<file path="config.mk">
export PLATFORM = sky130hd
export DESIGN_NAME = enable_and_supervision
export DESIGN_NICKNAME = d
export VERILOG_FILES = /design/src/supervision_pkg.sv /design/src/enable_and_supervision.sv
export SDC_FILE = /design/constraint.sdc
export NUM_CORES = 1
export LEC_CHECK = 0
export ABC_AREA = 1
export BUFFER_PORTS_ARGS = -buffer_cell sky130_fd_sc_hd__buf_2
export CAP_MARGIN = 0
export CORE_ASPECT_RATIO = 1.1
export CORE_MARGIN = 4
export CORE_UTILIZATION = 45
export CTS_CLUSTER_SIZE = 12
export DETAILED_ROUTE_END_ITERATION = 10
export GPL_ROUTABILITY_DRIVEN = 0
export PLACE_DENSITY_LB_ADDON = 0.2
export SYNTH_ARGS = -nofsm -noshare
export SYNTH_HDL_FRONTEND = slang
export SYNTH_SLANG_ARGS = --single-unit
export TNS_END_PERCENT = 5
</file>
<file path="constraint.sdc">
create_clock -name pclk -period 2.5 [get_ports pclk]
set_input_delay 0.125 -clock pclk [delete_from_list [all_inputs] [get_ports pclk]]
set_output_delay 0.125 -clock pclk [all_outputs]
set_load 0.005 [all_outputs]
</file>
<file path="src/supervision_pkg.sv">
`default_nettype none
package supervision_pkg;

	// Register byte offsets on the APB slave
	localparam logic [7:0] CTRL_OFS   = 8'h00;
	localparam logic [7:0] STATUS_OFS = 8'h04;
	localparam logic [7:0] FLAGS_OFS  = 8'h08;
	localparam logic [7:0] CFG_OFS    = 8'h0C;

	// Control register fields
	localparam int CTRL_MODE_LSB   = 0;
	localparam int CTRL_CLR_PRIM   = 3;
	localparam int CTRL_CLR_SEC    = 4;
	localparam int CTRL_PAR_INJECT = 5;

	// Reset values
	localparam logic [2:0] MODE_RST = 3'h0;
	localparam logic [7:0] CFG_RST  = 8'h00;

	// Operating modes touched by this block
	localparam logic [2:0] OP_MODE_0 = 3'h0;
	localparam logic [2:0] OP_MODE_3 = 3'h3;
	localparam logic [2:0] OP_MODE_4 = 3'h4;
	localparam logic [2:0] OP_MODE_5 = 3'h5;
	localparam logic [2:0] OP_MODE_6 = 3'h6;

	// Lifesign timing, clocked by the own oscillator
	localparam int CLK_MHZ         = 50;
	localparam int LS_PERIOD_US    = 10;
	localparam int LS_TIMEOUT_US   = 30;
	localparam int LS_PERIOD_CYC   = LS_PERIOD_US * CLK_MHZ;
	localparam int LS_TIMEOUT_CYC  = LS_TIMEOUT_US * CLK_MHZ;

	// Index of each pin in the synchronised input vector
	localparam int IX_EN       = 0;
	localparam int IX_LS       = 1;
	localparam int IX_BIAS     = 2;
	localparam int IX_PRIMARY_OSCILLATOR     = 3;
	localparam int IX_SEC_OSC  = 4;
	localparam int IX_SEC_HARD = 5;
	localparam int IX_SEC_MEM  = 6;
	localparam int IX_SEC_LOST = 7;
	localparam int PIN_W       = 8;

	// Status reported by the secondary chip across the link
	typedef struct packed {
		logic osc_fault;
		logic hard_fault;
		logic mem_err;
		logic ls_lost;
	} sec_status_s;

	// Notification pins toward the host
	typedef struct packed {
		logic fault_a_n;
		logic fault_b_n;
		logic reset_ready_n;
	} notify_s;

endpackage : supervision_pkg
`default_nettype wire

</file>
<file path="src/enable_and_supervision.sv">
`default_nettype none
// Operation
// RL1: Enable falling edge raises Class A event
// RL2: Enable valid only high; low means disabled
// RL3: Valid enable alone does not leave disabled
// RL4: Enable rising clears faults in modes 3,5
// RL5: Report enable pin level and validity
// RL6: Each chip sends and checks periodic lifesign
// RL7: Lifesign error: reset, mode 0, fault_b_n
// RL8: Lifesign error sets both comm-loss flags
// RL9: Secondary ready shows live link state
// RL10: Bias pin fault holds primary in reset
// RL11: Configuration parity checked continuously
// RL12: Primary memory error: reset, both lines, turn-off
// RL13: Secondary memory error: turn-off, lifesign loss
// RL14: Primary failures: reset flag, fault_b_n at end
// RL15: Secondary loss flag, PWM off during primary reset
// RL16: Secondary oscillator fault: fault_b_n, flag, not ready
// RL17: Secondary hard faults: fault_b_n, flag, not ready
// RL18: All notification outputs are active low
// RL19: Class A asserts fault_a_n only on 4-3, 6-5
// RL20: Fixed lifesign period and timeout counters
// RL21: Enable synchronised before edge detection
module enable_and_supervision (
	// Clock and reset
	input  wire logic                        pclk,
	input  wire logic                        presetn,
	// APB slave
	input  wire logic                        psel,
	input  wire logic                        penable,
	input  wire logic                        pwrite,
	input  wire logic [7:0]                  paddr,
	input  wire logic [31:0]                 pwdata,
	output logic      [31:0]                 prdata,
	output logic                             pready,
	output logic                             pslverr,
	// Pins and detectors
	input  wire logic                        enable_pin,
	input  wire logic                        lifesign_rx,
	input  wire logic                        bias_ref_fault,
	input  wire logic                        primary_osc_fail,
	input  wire supervision_pkg::sec_status_s sec_status,
	// Notifications and link
	output supervision_pkg::notify_s         notify,
	output logic                             lifesign_tx,
	output logic                             reset_event,
	output logic                             pwm_off,
	output logic                             disabled,
	output logic                             enable_pin_level,
	output logic                             enable_valid_status,
	output logic                             secondary_ready_status
);

	////////////////////////////////////////////////////////////////
	// State

	typedef struct packed {
		logic [supervision_pkg::PIN_W-1:0] sync1;
		logic [supervision_pkg::PIN_W-1:0] sync2;
		logic        en_prev;
		logic        ls_prev;
		logic [2:0]  op_mode;
		logic        fault_a;
		logic        fault_b;
		logic        in_reset;
		logic        link_up;
		logic        p_comm;
		logic        s_comm;
		logic        p_rst;
		logic        en_err;
		logic [7:0]  cfg;
		logic        cfg_par;
		logic        inject;
		logic [10:0] tx_cnt;
		logic [10:0] rx_cnt;
		logic        ls_tx;
		logic        ls_err;
		logic        pwm_off;
		logic [31:0] prdata;
	} state_s;

	localparam logic [10:0] TX_LAST = 11'(supervision_pkg::LS_PERIOD_CYC - 1);
	localparam logic [10:0] RX_LAST = 11'(supervision_pkg::LS_TIMEOUT_CYC - 1);

	state_s state_reg;
	state_s state_next;

	logic en_now;
	logic en_rise;
	logic en_fall;
	logic ls_edge;
	logic mem_err;
	logic prim_fault;
	logic sec_fault;
	logic rst_end;
	logic wr;
	logic sel_ctrl;
	logic sel_status;
	logic sel_flags;
	logic sel_cfg;
	logic mapped;
	logic clr_p;
	logic clr_s;
	logic set_a;
	logic set_b;
	logic mode_35;
	logic ls_timeout;

	////////////////////////////////////////////////////////////////
	// Decode of events from the registered state and the APB inputs

	always_comb begin
		en_now     = state_reg.sync2[supervision_pkg::IX_EN];
		en_rise    = en_now & ~state_reg.en_prev;                              // [RL21]
		en_fall    = ~en_now & state_reg.en_prev;                              // [RL21]
		ls_edge    = state_reg.sync2[supervision_pkg::IX_LS] & ~state_reg.ls_prev;
		// Any flipped bit or injected error breaks even parity
		mem_err    = ((^state_reg.cfg) ^ state_reg.cfg_par) | state_reg.inject; // [RL11]
		prim_fault = state_reg.sync2[supervision_pkg::IX_BIAS]                  // [RL10]
			| state_reg.sync2[supervision_pkg::IX_PRIMARY_OSCILLATOR] | mem_err;             // [RL14]
		sec_fault  = state_reg.sync2[supervision_pkg::IX_SEC_OSC]               // [RL16]
			| state_reg.sync2[supervision_pkg::IX_SEC_HARD]                    // [RL17]
			| state_reg.sync2[supervision_pkg::IX_SEC_MEM];                    // [RL13]
		rst_end    = state_reg.in_reset & ~prim_fault;
		ls_timeout = (state_reg.rx_cnt == RX_LAST) & ~ls_edge & ~state_reg.in_reset; // [RL20]
		mode_35    = (state_reg.op_mode == supervision_pkg::OP_MODE_3)
			| (state_reg.op_mode == supervision_pkg::OP_MODE_5);
		sel_ctrl   = paddr == supervision_pkg::CTRL_OFS;
		sel_status = paddr == supervision_pkg::STATUS_OFS;
		sel_flags  = paddr == supervision_pkg::FLAGS_OFS;
		sel_cfg    = paddr == supervision_pkg::CFG_OFS;
		mapped     = sel_ctrl | sel_status | sel_flags | sel_cfg;
		wr         = psel & penable & pwrite & mapped;
		clr_p      = wr & sel_ctrl & pwdata[supervision_pkg::CTRL_CLR_PRIM];
		clr_s      = wr & sel_ctrl & pwdata[supervision_pkg::CTRL_CLR_SEC];
		// Class A asserts only with the 4-3 or 6-5 mode transition
		set_a      = en_fall & ~prim_fault & ~state_reg.ls_err & ~sec_fault      // [RL19]
			& ((state_reg.op_mode == supervision_pkg::OP_MODE_4)
			| (state_reg.op_mode == supervision_pkg::OP_MODE_6));
		set_b      = state_reg.ls_err | rst_end | mem_err | sec_fault;        // [RL7] [RL12] [RL14]
	end

	////////////////////////////////////////////////////////////////
	// Next state

	always_comb begin
		state_next = state_reg;

		// Two-stage synchroniser on every asynchronous pin
		state_next.sync1   = {sec_status.ls_lost, sec_status.mem_err, sec_status.hard_fault,
			sec_status.osc_fault, primary_osc_fail, bias_ref_fault, lifesign_rx, enable_pin}; // [RL21]
		state_next.sync2   = state_reg.sync1;
		state_next.en_prev = en_now;                                           // [RL5]
		state_next.ls_prev = state_reg.sync2[supervision_pkg::IX_LS];

		// Primary stays in reset while any own failure persists
		state_next.in_reset = prim_fault;                                      // [RL10] [RL12]

		// Lifesign transmit: silent during reset so the far side notices
		if (prim_fault) begin
			state_next.tx_cnt = '0;
			state_next.ls_tx  = 1'b0;
		end else if (state_reg.tx_cnt == TX_LAST) begin
			state_next.tx_cnt = '0;
			state_next.ls_tx  = 1'b1;                                          // [RL6]
		end else begin
			state_next.tx_cnt = state_reg.tx_cnt + 11'h001;
			state_next.ls_tx  = 1'b0;
		end

		// Lifesign receive window, restarted after each error
		state_next.ls_err = ls_timeout;                                        // [RL6]
		if (ls_edge | ls_timeout | state_reg.in_reset) begin
			state_next.rx_cnt = '0;
		end else begin
			state_next.rx_cnt = state_reg.rx_cnt + 11'h001;                    // [RL20]
		end

		// Live link state, apart from the sticky loss flags
		if (state_reg.ls_err | sec_fault) begin
			state_next.link_up = 1'b0;                                         // [RL9] [RL16] [RL17]
		end else if (ls_edge) begin
			state_next.link_up = 1'b1;                                         // [RL9]
		end

		// Sticky flags: a set in the clear cycle wins
		state_next.p_comm = (state_reg.p_comm & ~clr_p) | state_reg.ls_err | sec_fault; // [RL8] [RL16]
		state_next.s_comm = (state_reg.s_comm & ~clr_s) | state_reg.ls_err                // [RL8]
			| state_reg.sync2[supervision_pkg::IX_SEC_LOST];                               // [RL15]
		state_next.p_rst  = (state_reg.p_rst & ~clr_p) | rst_end;                          // [RL14]
		state_next.en_err = (state_reg.en_err & ~clr_p) | en_fall;                         // [RL1]

		// Operating mode: software write, Class A step, reset events
		if (wr & sel_ctrl & ~prim_fault) begin
			state_next.op_mode = pwdata[supervision_pkg::CTRL_MODE_LSB +: 3];
			state_next.inject  = pwdata[supervision_pkg::CTRL_PAR_INJECT];
		end else if (wr & sel_ctrl) begin
			state_next.inject  = pwdata[supervision_pkg::CTRL_PAR_INJECT];
		end
		if (set_a) begin
			state_next.op_mode = state_reg.op_mode - 3'h1;                     // [RL19]
		end
		if (prim_fault | state_reg.ls_err | sec_fault) begin
			state_next.op_mode = supervision_pkg::OP_MODE_0;                  // [RL7]
		end

		// Notifications: clear first so that a new event wins
		if (clr_p | (en_rise & mode_35)) begin
			state_next.fault_a = 1'b0;                                         // [RL4]
			state_next.fault_b = 1'b0;                                         // [RL4]
		end
		if (set_a) begin
			state_next.fault_a = 1'b1;                                         // [RL19]
		end
		if (set_b) begin
			state_next.fault_b = 1'b1;                                         // [RL7] [RL16] [RL17]
		end

		// Protected configuration; reset restores defaults with good parity
		if (prim_fault) begin
			state_next.cfg     = supervision_pkg::CFG_RST;
			state_next.cfg_par = ^supervision_pkg::CFG_RST;                    // [RL11]
		end else if (wr & sel_cfg) begin
			state_next.cfg     = pwdata[7:0];
			state_next.cfg_par = ^pwdata[7:0];                                 // [RL11]
		end

		// Output stage turn-off request on any failure or invalid enable
		state_next.pwm_off = prim_fault | sec_fault | state_reg.ls_err | ~en_now; // [RL12] [RL13] [RL15]

		// Read data captured in the setup phase
		if (psel & ~penable & ~pwrite) begin
			unique case (1'b1)
				sel_ctrl:   state_next.prdata = {26'h0, state_reg.inject, 2'h0, state_reg.op_mode};
				sel_status: state_next.prdata = {25'h0, state_reg.in_reset, disabled,
					secondary_ready_status, state_reg.op_mode[2:1],
					state_reg.en_prev, state_reg.en_prev};                         // [RL5]
				sel_flags:  state_next.prdata = {28'h0, state_reg.en_err, state_reg.p_rst,
					state_reg.s_comm, state_reg.p_comm};
				sel_cfg:    state_next.prdata = {24'h0, state_reg.cfg};
				default:    state_next.prdata = 32'h0000_0000;
			endcase
		end
	end

	////////////////////////////////////////////////////////////////
	// State register

	always_ff @(posedge pclk or negedge presetn) begin
		if (!presetn) begin
			state_reg         <= '0;
			state_reg.op_mode <= supervision_pkg::MODE_RST;
			state_reg.cfg     <= supervision_pkg::CFG_RST;
			state_reg.cfg_par <= ^supervision_pkg::CFG_RST;
		end else begin
			state_reg <= state_next;
		end
	end

	////////////////////////////////////////////////////////////////
	// Outputs

	// Zero-wait slave; unmapped addresses error and read zero
	assign pready  = 1'b1;
	assign pslverr = psel & penable & ~mapped;
	assign prdata  = state_reg.prdata;

	// Active-low notification lines; primary reset holds reset_ready_n low
	// One driver for the whole struct keeps the port a single variable
	assign notify = '{
		fault_a_n:     ~state_reg.fault_a,                                  // [RL18]
		fault_b_n:     ~state_reg.fault_b,                                  // [RL18]
		reset_ready_n: ~state_reg.in_reset                                  // [RL18] [RL10]
	};

	assign lifesign_tx            = state_reg.ls_tx;
	assign reset_event            = state_reg.ls_err;                       // [RL7]
	assign pwm_off                = state_reg.pwm_off;
	assign enable_pin_level       = state_reg.en_prev;                      // [RL5]
	assign enable_valid_status    = state_reg.en_prev;                      // [RL2] [RL5]
	assign secondary_ready_status = state_reg.link_up & ~sec_fault;         // [RL9]
	// High enable is necessary, never sufficient, to leave disabled
	assign disabled = ~state_reg.en_prev | state_reg.in_reset               // [RL2] [RL3]
		| (state_reg.op_mode == supervision_pkg::OP_MODE_0) | sec_fault;   // [RL3]
endmodule : enable_and_supervision
`default_nettype wire

</file>
==> impl_metrics.toml <==
[outcome]
status = "completed"

[worst_hold_path]
min_path_type = "in2reg"
whs_path_depth = 3
min_from = "pwdata[6]"

[synthesis]
synthCells = 412
synth-seq-area-share = 0.4967
synth_area_um2 = 3627
syn_area_per_cell_um2 = 8.804
synth.area.top_cells = "dfrtp_1 (50%), nand2_1 (8.8%), buf_4 (7.0%)"
synth_warnings = 0
synth_top_area_frac = 0.4967
ys_ff_latch = 72
synth.distinct_cells = 39
synth_top_area_cell = "dfrtp_1"

[floorplanning]
pin_count = 97
fp.dieH_um = 102.2
rows = 34
die_w_um = 93.60
dieArea_um2 = 9562
start_util = 0.4609
core-area_um2 = 7870

[final_layout]
final_common_cell = "nand2_1"
instances_no_fill = 579
antennaDiodeCount = 0
drive_gt1_frac = 0.1783
area_growth_pct = 13.52
final_cell_mix = "nand2_1 (85), dfrtp_1 (72), inv_1 (51), buf_2 (47), nor2_1 (31)"
largest_register_ffs = 50
num-nets-final = 526
fillers = 766

[global_route]
track_usage = 0.1574
grt_pass1_vias = 2604
overflow = 0
grt_pass1_wl_um = 11850
antenna_found_initial = 0
grt_max_degree = 44

[drt]
post_drt_wl_per_cell_um = 11.91
vias = 2706
drc = 0
postRouteWirelength_um = 6894
ant_nets = 0
viasPerCell = 4.674
first_pass_iters = 4
drtIter0Drc = 161

[place]
place_ws_ns = 0.6728
placed_cells_incl_taps = 554
dpl.hpwl_um = 5202
port_buffers = 47

[worst_setup_path]
cp_data_required_time_ns = 2.77
crit_path_start_kind = "register"
crit_arrival_ns = 2.10
crit_start = "state_reg[85]$_DFF_PN0_"
reg2regPathDepth = 7
rr_startpoint = "state_reg[85]$_DFF_PN0_"
path_class = "reg2reg"
end_kind = "register"
path_max_fanout = 8

[power_and_ir_drop]
ir_worst_vdd_mv = 0.4419
power_density_nw_per_um2 = 546.2
cellLeakagePower_uw = 0.002011

[clock_tree]
cts_tree = "yes"
post_cts_buffers = 0
cts_buffer_depth = 2
root_buffer = "clkbuf_8"
cts.sinks = 72
clk_pin_slew_worst_paths_ns = 0.07
cts-htree-levels = 3
clock_latency_ns = 0.33
cts_buffers = 9

[timing]
rsz0062_at_grt = "no"
max_freq_mhz = 543.9
worst_pin_slew_ns = 0.6919
setup_viol = 0
period_minus_slack_ns = 1.838
hold_violations = 0
postLayoutSetupSlackWorst_ns = 0.6616
slew_violations = 0
clock_skew_ns = 0.009600
maxSlewHeadroom = 0.5387
timing.final.crit_share = 0.7354
final.setup.tns_ns = 0

[job]
cap_violations = 0
## metal layers
| metal | global-route usage | part of all wire | wire length [um] |
|---|---|---|---|
| met3 | 0.03461 | 0.061 | 419 |
| met1 | 0.2030 | 0.46 | 3139 |
| met2 | 0.2574 | 0.47 | 3236 |
| met5 | 0 | 0 | 0 |
| met4 | 0.06778 | 0.014 | 99 |
## report_power, final
group          internal [uW]  switching, uW
Combinational           55.3           89.9
Clock                    513            397
Sequential              1180           8.66
Total                   1750            496
## cell usage after synthesis (all sizes together)
cell type / n
nand2: 88
a21oi: 20
nand4: 12
a31oi: 1
buf: 36
nand3b: 1
nand3: 16
nor4: 2
o21a: 2
o32ai: 1
xnor2: 10
o211ai: 1
mux2: 1
clkinv: 1
o31ai: 1
nor3b: 6
nor3: 14
inv: 56
conb: 2
nor2: 33
o21ai: 15
o22ai: 5
clkbuf: 1
dfrtp: 72
ha: 7
or2: 2
xor2: 3
a211oi: 3
## through the flow
step                      hold slack [ns]  utilization  power (uW)  cell area (um2)
final                             0.06819       0.5232        2249             4118
after global routing              0.06310       0.5232        2360             4118
after CTS                         0.05387       0.5232        2282             4118
after detailed placement           0.2153       0.4865        1352             3829
after global placement             0.2148       0.4865        1349             3829
after floorplan                   -0.1706            -        1312             3714
## kinds of logic after synthesis
group,after synthesis,share of synthesized area
XOR/XNOR,13,0.03139
AND/OR/NAND/NOR,174,0.2259
AO/OA/AOI/OAI,49,0.08175
adder cells (fa/ha/maj),7,0.02415
other,2,0.002070
multiplexers,1,0.003104
buffers and inverters,94,0.1349
flip-flops,72,0.4967
## path summary, 6_finish.rpt
check	to	slack [ns]
worst max-delay path	state_reg[77]$_DFFE_PN0P_	0.66
worst min-delay path	state_reg[65]$_DFFE_PN0P_	0.07
worst max register to register	state_reg[77]$_DFFE_PN0P_	0.66
worst min register to register	state_reg[87]$_DFF_PN0_	0.34
max in group asynchronous	state_next[83]$_DFF_PN0_	1.47
min in group asynchronous	prdata[6]$_DFFE_PN0P_	0.37
## timing repair
item	4_1_cts	5_1_grt
resized for setup	0	0
hold endpoints to repair	37	0
hold buffers	9	0
## final cells by class
cell class,instances,area [um2],area share
tap,108,135.1,0.03282
timing repair buffer,57,345.3,0.08387
inverter,57,214.0,0.05196
sequential,72,1802,0.4376
clock buffer,13,158.9,0.03859
clock inverter,3,40.04,0.009723
multi-input combinational,269,1423,0.3455
## critical path: stages, from the launching register on
cell     delay (ns)
dfrtp_1        0.36
nor3_1         0.31
inv_1          0.09
nor2_1         0.48
nand3_1        0.28
nand2_1        0.11
nand3_1        0.07
nand2_1        0.06
Note: power is estimated with default switching activity, not from simulation.
